==> src/verilog/dfs_regs.vh <==
`ifndef DFS_REGS_VH
`define DFS_REGS_VH

// Status byte addresses: bits [6:1] of the address byte.
`define DFS_ADDR_GLOBAL      6'h13
`define DFS_ADDR_OC_1_4      6'h16
`define DFS_ADDR_OC_5_8      6'h1a
// Address byte fields.
`define DFS_ACCESS_BIT       7
`define DFS_ADDR_HI          6
`define DFS_ADDR_LO          1
// Global status field positions.
`define DFS_G_PROTO          7
`define DFS_G_LOAD           6
`define DFS_G_UV             5
`define DFS_G_OV             4
`define DFS_G_NO_POWER_ON_RESET_FLAG           3
`define DFS_G_TSD            2
`define DFS_G_TPW            1
`define DFS_G_RSVD           0
// Reset values and frame length.
`define DFS_STATUS_RESET     8'h00
`define DFS_FRAME_BITS       5'h10
`define DFS_FRAME_OVER       5'h11
`define DFS_ADDR_LAST        5'h07
`define DFS_CNT_ZERO         5'h00
`define DFS_CNT_ONE          5'h01
`define DFS_SWITCHES         16
`define DFS_BYTE_SWITCHES    8

`endif

==> src/verilog/dfs_sync.v <==
`timescale 1ns/1ps
`default_nettype none

// Two-flop synchroniser; the first stage feeds only the second.
// The reset value matches the idle level of the pin, so that no false
// edge is seen when reset lets go.
module dfs_sync #(
  parameter [0:0] RST_VAL = 1'b0
) (
  input  wire clk,
  input  wire rst,
  input  wire d,
  output reg  q
);
  reg meta_reg;

  always @(posedge clk or posedge rst) begin
    if (rst) begin
      meta_reg <= RST_VAL;
      q        <= RST_VAL;
    end else begin
      meta_reg <= d;
      q        <= meta_reg;
    end
  end
endmodule // dfs_sync

`default_nettype wire

==> src/verilog/dfs_status_bank.v <==
`timescale 1ns/1ps
`default_nettype none
`include "dfs_regs.vh"

// Overview of operation
// Protocol error sets sticky global bit seven.
// Load summary is OR of switch faults.
// Summary read-only, drops when faults cleared.
// Overcurrent keeps faulty switch latched off.
// Undervoltage latches bit five, outputs off.
// Overvoltage latches bit four, outputs off.
// Bit three zero after power-on reset.
// Thermal shutdown latches bit two, outputs off.
// Prewarning sets bit one, outputs stay on.
// Bit zero always reads zero.
// First byte pairs bridges one to four.
// Second byte pairs bridges five to eight.
// High-side overcurrent latches flag, disables switch.
// Low-side overcurrent latches flag, disables switch.
// Overcurrent flags reset zero, read-clear type.
// Frame: address byte, data byte; bit7 clears.
// Only the controller clears status bits.
// Disabled switch stays off until cleared.
module dfs_status_bank (
  // Clock and reset
  input  wire        MCLK,
  input  wire        RST,
  // Serial link pins
  input  wire        CSN,
  input  wire        SCLK,
  input  wire        SDI,
  output reg         SDO,
  output reg         SDO_OEN,
  // Fault event inputs from analog monitors
  input  wire        PROTO_ERR,
  input  wire        SUPPLY_LOW,
  input  wire        SUPPLY_HIGH,
  input  wire        THERM_SHUT,
  input  wire        THERM_WARN,
  input  wire [15:0] OC_EVENT,
  input  wire        OPEN_LOAD_ANY,
  // Switch control
  input  wire [15:0] SWITCH_REQ,
  output reg  [15:0] SWITCH_ON
);

  // ==========================================================
  // Input synchronisers
  // ==========================================================
  wire csn_s;
  wire sclk_s;
  wire sdi_s;
  wire proto_s;
  wire uv_s;
  wire ov_s;
  wire tsd_s;
  wire tpw_s;
  wire ol_s;
  wire [15:0] oc_s;

  // Chip select resets high, its idle level; a low reset value would
  // fake a frame start and drive the data pin just after reset.
  dfs_sync #(.RST_VAL(1'b1)) u_csn (
    .clk (MCLK),
    .rst (RST),
    .d   (CSN),
    .q   (csn_s)
  );

  dfs_sync u_sclk (
    .clk (MCLK),
    .rst (RST),
    .d   (SCLK),
    .q   (sclk_s)
  );

  dfs_sync u_sdi (
    .clk (MCLK),
    .rst (RST),
    .d   (SDI),
    .q   (sdi_s)
  );

  dfs_sync u_prot (
    .clk (MCLK),
    .rst (RST),
    .d   (PROTO_ERR),
    .q   (proto_s)
  );

  dfs_sync u_uv (
    .clk (MCLK),
    .rst (RST),
    .d   (SUPPLY_LOW),
    .q   (uv_s)
  );

  dfs_sync u_ov (
    .clk (MCLK),
    .rst (RST),
    .d   (SUPPLY_HIGH),
    .q   (ov_s)
  );

  dfs_sync u_tsd (
    .clk (MCLK),
    .rst (RST),
    .d   (THERM_SHUT),
    .q   (tsd_s)
  );

  dfs_sync u_tpw (
    .clk (MCLK),
    .rst (RST),
    .d   (THERM_WARN),
    .q   (tpw_s)
  );

  // Open-load flags live elsewhere; only their summary crosses here.
  dfs_sync u_ol (
    .clk (MCLK),
    .rst (RST),
    .d   (OPEN_LOAD_ANY),
    .q   (ol_s)
  );

  genvar gi;
  generate
    for (gi = 0; gi < `DFS_SWITCHES; gi = gi + 1) begin : g_ocs
      dfs_sync u_oc (
        .clk (MCLK),
        .rst (RST),
        .d   (OC_EVENT[gi]),
        .q   (oc_s[gi])
      );
    end
  endgenerate

  // ==========================================================
  // Serial edge detection
  // ==========================================================
  reg sclk_d_reg;
  reg csn_d_reg;

  always @(posedge MCLK or posedge RST) begin
    if (RST) begin
      sclk_d_reg <= 1'b0;
      csn_d_reg  <= 1'b1;
    end else begin
      sclk_d_reg <= sclk_s;
      csn_d_reg  <= csn_s;
    end
  end

  wire rise_sclk = sclk_s & ~sclk_d_reg & ~csn_s;
  wire fall_sclk = ~sclk_s & sclk_d_reg & ~csn_s;
  wire frame_beg = csn_d_reg & ~csn_s;
  wire frame_end = ~csn_d_reg & csn_s;

  // ==========================================================
  // Frame shifter
  // ==========================================================
  // Mode 0: data sampled on rising SCLK, shifted out on falling.
  reg [4:0]  bit_cnt_reg;
  reg [15:0] shift_in_reg;
  reg [7:0]  shift_out_reg;
  reg [7:0]  addr_reg;
  reg        addr_done_reg;

  // Status bytes.
  reg proto_reg;
  reg uv_reg;
  reg ov_reg;
  reg no_power_on_reset_flag_reg;
  reg tsd_reg;
  reg tpw_reg;
  reg [15:0] oc_reg;

  wire load_fault = (|oc_reg) | ol_s;

  function [7:0] read_byte;
    input [5:0] a;
    begin
      case (a)
        `DFS_ADDR_GLOBAL:
          read_byte = {proto_reg, load_fault, uv_reg, ov_reg,
                       no_power_on_reset_flag_reg, tsd_reg, tpw_reg, 1'b0};
        `DFS_ADDR_OC_1_4: read_byte = oc_reg[7:0];
        `DFS_ADDR_OC_5_8: read_byte = oc_reg[15:8];
        default:          read_byte = `DFS_STATUS_RESET;
      endcase
    end
  endfunction

  wire [7:0] addr_now = {shift_in_reg[6:0], sdi_s};

  // Next-state values of the frame shifter.
  reg [4:0]  bit_cnt_next;
  reg [15:0] shift_in_next;
  reg [7:0]  shift_out_next;
  reg [7:0]  addr_next;
  reg        addr_done_next;
  reg        sdo_next;

  always @* begin
    bit_cnt_next   = bit_cnt_reg;
    shift_in_next  = shift_in_reg;
    shift_out_next = shift_out_reg;
    addr_next      = addr_reg;
    addr_done_next = addr_done_reg;
    sdo_next       = SDO;
    if (frame_beg) begin
      bit_cnt_next   = `DFS_CNT_ZERO;
      addr_done_next = 1'b0;
      // The global byte goes out while the address byte comes in.
      shift_out_next = read_byte(`DFS_ADDR_GLOBAL);
      sdo_next       = proto_reg;
    end else if (rise_sclk) begin
      shift_in_next = {shift_in_reg[14:0], sdi_s};
      // Saturating one past a full frame keeps overlong frames visible.
      if (bit_cnt_reg != `DFS_FRAME_OVER)
        bit_cnt_next = bit_cnt_reg + `DFS_CNT_ONE;
      // The last address bit arrives now, so the byte is decoded at once.
      if (bit_cnt_reg == `DFS_ADDR_LAST) begin
        addr_next      = addr_now;
        addr_done_next = 1'b1;
        shift_out_next = read_byte(addr_now[`DFS_ADDR_HI:`DFS_ADDR_LO]);
      end else begin
        shift_out_next = {shift_out_reg[6:0], 1'b0};
      end
    end else if (fall_sclk) begin
      sdo_next = shift_out_reg[7];
    end
  end

  always @(posedge MCLK or posedge RST) begin
    if (RST) begin
      bit_cnt_reg   <= `DFS_CNT_ZERO;
      shift_in_reg  <= 16'h0000;
      shift_out_reg <= 8'h00;
      addr_reg      <= 8'h00;
      addr_done_reg <= 1'b0;
      SDO           <= 1'b0;
      SDO_OEN       <= 1'b1;
    end else begin
      bit_cnt_reg   <= bit_cnt_next;
      shift_in_reg  <= shift_in_next;
      shift_out_reg <= shift_out_next;
      addr_reg      <= addr_next;
      addr_done_reg <= addr_done_next;
      SDO           <= sdo_next;
      SDO_OEN       <= csn_s;
    end
  end

  // Frame judged only at its end: exactly 16 clocks is valid.
  wire frame_ok  = frame_end & (bit_cnt_reg == `DFS_FRAME_BITS);
  wire frame_bad = frame_end & (bit_cnt_reg != `DFS_FRAME_BITS)
                   & (bit_cnt_reg != `DFS_CNT_ZERO);
  // Clear only on a valid frame with the access bit set. R16 R17
  wire do_clear  = frame_ok & addr_done_reg
                   & addr_reg[`DFS_ACCESS_BIT];
  wire clr_glob  = do_clear &
    (addr_reg[`DFS_ADDR_HI:`DFS_ADDR_LO] == `DFS_ADDR_GLOBAL);
  wire clr_oc1   = do_clear &
    (addr_reg[`DFS_ADDR_HI:`DFS_ADDR_LO] == `DFS_ADDR_OC_1_4);
  wire clr_oc2   = do_clear &
    (addr_reg[`DFS_ADDR_HI:`DFS_ADDR_LO] == `DFS_ADDR_OC_5_8);

  // ==========================================================
  // Sticky flags; a set in the clearing cycle wins.
  // ==========================================================
  // Next-state values of the status flags.
  reg        proto_next;
  reg        uv_next;
  reg        ov_next;
  reg        no_power_on_reset_flag_next;
  reg        tsd_next;
  reg        tpw_next;
  reg [15:0] oc_next;
  wire [15:0] clr_oc_mask;

  // Each overcurrent bit is cleared only by the byte that carries it.
  generate
    for (gi = 0; gi < `DFS_SWITCHES; gi = gi + 1) begin : g_clr
      assign clr_oc_mask[gi] = (gi < `DFS_BYTE_SWITCHES) ? clr_oc1
                                                         : clr_oc2;
    end
  endgenerate

  always @* begin
    proto_next = frame_bad | proto_s | (proto_reg & ~clr_glob);
    uv_next    = uv_s  | (uv_reg  & ~clr_glob);
    ov_next    = ov_s  | (ov_reg  & ~clr_glob);
    tsd_next   = tsd_s | (tsd_reg & ~clr_glob);
    tpw_next   = tpw_s | (tpw_reg & ~clr_glob);
    // No event sets this bit; it reads 0 after reset and after a clear,
    // so a user cannot tell a reset from a clear by this bit alone.
    no_power_on_reset_flag_next  = no_power_on_reset_flag_reg & ~clr_glob;
    oc_next    = oc_s | (oc_reg & ~clr_oc_mask);
  end

  always @(posedge MCLK or posedge RST) begin
    if (RST) begin
      proto_reg <= 1'b0;
      uv_reg    <= 1'b0;
      ov_reg    <= 1'b0;
      no_power_on_reset_flag_reg  <= 1'b0;
      tsd_reg   <= 1'b0;
      tpw_reg   <= 1'b0;
      oc_reg    <= 16'h0000;
    end else begin
      proto_reg <= proto_next;
      uv_reg    <= uv_next;
      ov_reg    <= ov_next;
      no_power_on_reset_flag_reg  <= no_power_on_reset_flag_next;
      tsd_reg   <= tsd_next;
      tpw_reg   <= tpw_next;
      oc_reg    <= oc_next;
    end
  end

  // ==========================================================
  // Switch enables
  // ==========================================================
  // Prewarning does not gate outputs; the supply and thermal faults do.
  wire all_off = uv_reg | ov_reg | tsd_reg;

  // The raw event also gates its switch, so the switch goes off one
  // cycle before the latched flag could do it.
  reg [15:0] switch_on_next;

  always @* begin
    switch_on_next = SWITCH_REQ & ~oc_reg & ~oc_s
                     & {`DFS_SWITCHES{~all_off}};
  end

  always @(posedge MCLK or posedge RST) begin
    if (RST)
      SWITCH_ON <= {`DFS_SWITCHES{1'b0}};
    else
      SWITCH_ON <= switch_on_next;
  end

endmodule // dfs_status_bank

`default_nettype wire

==> config.mk <==
export PLATFORM = sky130hd
export DESIGN_NAME = dfs_status_bank
export DESIGN_NICKNAME = d
export VERILOG_FILES = /design/src/verilog/dfs_sync.v /design/src/verilog/dfs_status_bank.v
export VERILOG_INCLUDE_DIRS = /design/src /design/src/verilog
export SDC_FILE = /design/constraint.sdc
export NUM_CORES = 1
export LEC_CHECK = 0
export ABC_AREA = 1
export BUFFER_PORTS_ARGS = -buffer_cell sky130_fd_sc_hd__buf_2
export CAP_MARGIN = 10
export CORE_ASPECT_RATIO = 1.2
export CORE_MARGIN = 2
export CORE_UTILIZATION = 30
export DETAILED_ROUTE_END_ITERATION = 16
export PLACE_DENSITY = 0.46
export SLEW_MARGIN = 40
export SYNTH_ARGS = -nofsm -noshare
export SYNTH_HDL_FRONTEND = slang
export SYNTH_SLANG_ARGS = --single-unit
==> constraint.sdc <==
create_clock -name MCLK -period 4.2 [get_ports MCLK]
set_clock_uncertainty 0.15 [all_clocks]
set_input_delay 0.21 -clock MCLK [delete_from_list [all_inputs] [get_ports MCLK]]
set_output_delay 0.21 -clock MCLK [all_outputs]
set_load 0.05 [all_outputs]
## Word level (Yosys, flattened, before mapping)

Cells that the tools add are included.
W data, S select, Z words.

- Word-level logic and storage cells: 146
- Register bits after elaboration: 120
- Output and inout port bits: 18
- Input port bits: 43

- Reduce and logical (&&, ||, !) cells: 11
- Mux-type cells: 13
- Add/sub/neg operators: 1
- Bitwise operators: 44
- Equal/unequal tests: 11

Operators with widths:

| operator | number |
|---|---|
| $and A16 B16 Y16 | 4 |
| $not A16 Y16 | 3 |
| $eq A6 B5 Y1 const B | 6 |
| $mux W8 | 3 |
| $pmux W8 S3 | 1 |
| $and A1 B1 Y1 | 20 |
| $or A16 B16 Y16 | 1 |
| $reduce_or A16 Y1 | 1 |
| $mux W5 | 3 |
| $ne A5 B5 Y1 const B | 2 |
| $or A1 B1 Y1 | 9 |
| $reduce_and A2 Y1 | 4 |
| $reduce_bool A2 Y1 | 4 |
| $not A1 Y1 | 7 |
| $mux W1 | 6 |
| $add A5 B1 Y5 const B | 1 |
| $eq A5 B3 Y1 const B | 1 |
| $eq A5 B5 Y1 const B | 1 |
| $reduce_bool A5 Y1 | 1 |
| $reduce_and A3 Y1 | 1 |
| $ne A2 B1 Y1 const B | 1 |

## Depth between registers and ports, before layout

- Word-level depth: 9
- Mapped depth: 11
- Depth with buffers taken out: 11

## Cells and area by module

Synthesis repeated with hierarchy kept, for this count alone.

- Cell total of the unflattened synthesis: 425
- Area total of the unflattened synthesis: 4,451.8 um^2

Modules (own cells, without submodules):

| module | area each (um^2) | instances | sequential area each (um^2) | cells each |
|---|---|---|---|---|
| dfs_status_bank | 3,104.2 | 1 | 1,727.9 | 350 |
| dfs_sync at g_ocs[0].u_oc ... | 53.8 | 24 | 50.0 | 3 |
| dfs_sync at u_csn | 56.3 | 1 | 52.6 | 3 |

## Least setup slack after synthesis

Ideal clock, no wire load.

- Path kind: register to register
- From: reg SDO_OEN (netlist name)
- To: reg bit_cnt_reg[4]
- Stages on the path, launching flop included: 8
- Setup time: 0.119 ns
- Clock period less this slack: 1.634 ns
- Data required time: 3.931 ns
- Setup slack: 2.566 ns
- Arrival time: 1.365 ns
- Path buffers: 0
- Path through: dfstp_2 > nand2_1 > nand2_1 > nand2_1 > nor2_1 > nand3_1 > nand2_1 > nor2_1

RTL lines:

| item | line | text |
|---|---|---|
| end signal, assigned | dfs_status_bank.v:238 | `` bit_cnt_reg <= `DFS_CNT_ZERO; `` |
| end signal, assigned | dfs_status_bank.v:246 | `bit_cnt_reg <= bit_cnt_next;` |
| end, declared | dfs_status_bank.v:164 | `reg [4:0] bit_cnt_reg;` |

## Worst setup path after layout

- From: reg u_csn.q
- To: reg shift_out_reg[7]

- Word-level cells in the longest chain between the ends: 3
- Elaborated cells between the ends (all ways): 5
- Classes of those cells: mux: 1; bitwise: 3; reduce/logical: 1

Ends and longest elaborated chain:

| item | line | text |
|---|---|---|
| start, declared | dfs_sync.v:13 | `output reg q` |
| start signal, assigned | dfs_sync.v:23 | `q <= meta_reg;` |
| $not A1 Y1 * | dfs_status_bank.v:155, dfs_status_bank.v:157 |  |
| $and A1 B1 Y1 (on tied branches) | dfs_status_bank.v:157, dfs_status_bank.v:155 |  |
| $mux W8 / $reduce_bool A2 Y1 (equally long branches) | n/a |  |
| end signal, assigned | dfs_status_bank.v:248 | `shift_out_reg <= shift_out_next;` |
| end, declared | dfs_status_bank.v:166 | `reg [7:0] shift_out_reg;` |

Mark *: on every way between the ends. The rest lies on a longest branch, timed or not.
A chain may end at the register's enable or synchronous reset.

==> reports/results.txt <==
Status -> complete, no violations
Crit path from -> u_csn.q
Critical path's slowest cell -> nor2_2
#FFs+latches synth -> 119
CTS sink count -> 119
Crit path max fanout -> 20
DR vias/cell -> 4.35
Syn nets -> 447
H-tree depth -> 4
Wirelength, routed -> 9010 um
Critical path class -> reg2reg
Dpl ws -> 2.05 ns
CTS max path bufs -> 2
Root Buffer -> clkbuf_16
Final setup viols -> 0
Final setup margin -> 2.06 ns
Critical Path AT -> 2.30 ns
Clock power share -> 50.1%
Finished Layout Cells -> 704
Fin area -> 5890 um^2
EDFF count, synth -> 0
Routability cong. -> 0.767
Ports -> 61
CP dominant cell by count -> nand2_4
Sequential power share -> 43.2%
Sequential cell area fraction in the yosys report -> 67.7%
Reg-to-Reg Start -> u_csn.q
Sw power -> 0.654 mW
Cell Int Power -> 2.21 mW
Antenna violations before repair -> 0
Clk pin slew, worst setup/hold paths -> 0.05 ns
ANT cells -> 0
Rows -> 48
Maximum vdd drop -> 230 uV
Asr flop ratio synth -> 100%
Crit-path cells -> inv_1 > nand3_1 > nor2_2 > nand2_4 > inv_2 > nand2_2 > nand2_4 > nand2_1 > o211ai_1
Switch share -> 22.8%
Die Y -> 137 um
Share of cells above drive strength 1 -> 22.1%
Final nets -> 563
Cell variety after synth -> 34
Dpl cell area -> 4890 um^2
DR iter-0 viols -> 125
DRT Pass-1 Iters -> 4
Dpl hpwl -> 6170 um
Ys Warns -> 0
Port bufs -> 60
DR DRC count -> 0
Max-slew violations -> 0
Via Count -> 3062
CP startpoint kind -> flip-flop
Synthesized area -> 4400 um^2
Max-cap violations -> 0
CTS tree -> built
Relative slew margins -> 47.7%
Area added between synthesis and finish -> 33.8%
Final hold violations -> 0
Fmax -> 468 MHz
WP buf/inv -> 2
First-pass GRT wire length -> 14900 um
Largest net degree at the start of global routing -> 50
Post-synth top flop -> dfrtp_1
Setup repair bufs after CTS -> 0
Comb pwr share -> 6.7%
Post-Syn Instances -> 401
CP endpoint kind -> flip-flop
Avg Cell Area, Syn -> 11.0 um^2
GRT overflow -> 0
CP top delay family -> simple AND/OR/NAND/NOR gates
Num CTS Buffers -> 17
Vias in the first global route -> 3088
Leakage power -> 2.86 nW
DRT antenna net count -> 0
Power Density -> 486 nW/um^2
GRT Util Overall -> 12.5%
DIE WIDTH -> 115 um
Starting Density -> 30.7%
Inst Count DP -> 631
DR WL/cell -> 12.8 um
Critical hold path startpoint -> g_ocs[9].u_oc.meta_reg
Area of the die -> 15700 um^2
Worst-Margin Slew -> 0.784 ns
Post-route setup TNS -> 0 ns
Core area -> 14400 um^2
Worst EP required -> 4.36 ns
Latest clock arrival within the worst-skew pair -> 0.40 ns
RSZ-0062 raised after global routing -> no
Hold Path Class -> reg2reg
Max stage delay on crit path -> 0.62 ns
Period Utilization, post-route -> 50.9%
Period minus WS final -> 2.14 ns
-- path summary, 6_finish.rpt --
kind                                    end  slack, ns  depth (start not counted)
min reg2reg                 g_ocs[9].u_oc.q       0.19                          0
min                         g_ocs[9].u_oc.q       0.19                          0
min in group asynchronous   g_ocs[3].u_oc.q       0.23                          3
max reg2reg                shift_out_reg[7]       2.06                          9
max                        shift_out_reg[7]       2.06                          9
max in group asynchronous     SWITCH_ON[14]       2.71                          4
-- layout make-up --
type	instances	area, um^2
multi-input cells	219	1160
well taps	175	219
inverters	56	213
repair buffers	104	736
flip-flops and latches	119	2980
fillers	1402	8460
clock buffers	19	433
clock inverters	12	154
-- worst reg2reg max path, delay by kind of cell, from the launching register on --
family | cells | cell delay [ns]
and+or+nand+nor | 6 | 1.23
DFF | 1 | 0.37
buffers and inverters | 2 | 0.21
AOI/OAI and AO/OA | 1 | 0.09
-- Yosys cell counts, types with 2 or more instances --
library cell,count,area (um^2)
dfrtp_1,116,2900
o211ai_1,5,37.5
nor3_1,6,30.0
o21ai_1,4,20.0
buf_2,2,10.0
nand3_1,36,180
nand4_1,4,25.0
nor2_2,2,12.5
nor2_1,37,139
nand2_2,3,18.8
buf_4,2,15.0
ha_1,3,37.5
o21ai_0,24,120
nand2_4,2,22.5
a21oi_1,3,15.0
o21ai_2,6,52.6
dfstp_2,3,78.8
inv_1,55,206
nor2_4,4,45.0
nand2_1,62,233
o21bai_1,9,67.6
-- what timing repair did --
| item | 4_1_cts | 5_1_grt |
|---|---|---|
| hold buffers | 42 | 0 |
| hold endpoints to repair | 74 | 0 |
| gates resized for setup | 0 | 0 |
-- power groups by stage --
stage / registers (mW) / clock network (mW) / logic, mW
2_1_floorplan: 1.26 / 0 / 0.113
3_3_place_gp: 1.25 / 0 / 0.165
3_5_place_dp: 1.26 / 0 / 0.167
4_1_cts: 1.24 / 1.47 / 0.198
5_1_grt: 1.24 / 1.53 / 0.219
6_report: 1.24 / 1.43 / 0.193
-- layer usage --
metal / wire length, um / track usage, % / up-vias
met1: 4080 / 14.9 / 1480
met3: 276 / 4.07 / 4
met5: 0 / 0 / -
li1: - / - / 1519
met4: 77 / 4.67 / 0
met2: 4580 / 21.0 / 59
-- through the flow --
| step | hold WS [ns] | utilization, % | power [mW] |
|---|---|---|---|
| after floorplan | 0.0645 | - | 1.37 |
| after global placement | 0.119 | 34.0 | 1.42 |
| after detailed placement | 0.123 | 34.0 | 1.42 |
| after CTS | 0.196 | 41.1 | 2.90 |
| after global routing | 0.197 | 41.1 | 2.99 |
| final | 0.195 | 41.1 | 2.86 |
-- logic make-up after synthesis --
family,after synthesis,synth area share [%]
buffers and inverters,63,6.00
adder cells (fa/ha/maj),3,0.853
AND/OR/NAND/NOR,159,17.2
flip-flops,119,67.7
AO/OA/AOI/OAI,57,8.18
-- cell usage in the layout (no fill, tap or decap), types with 5 or more instances in the layout --
cell type      instances
buf_2                 60
clkbuf_16             17
dfrtp_1              116
dlygate4sd3_1         42
inv_1                 54
nand2_1               62
nand3_1               36
nor2_1                37
nor3_1                 6
o211ai_1               5
o21ai_0               24
o21ai_2                6
o21bai_1               9
(Power assumes the default switching activity.)
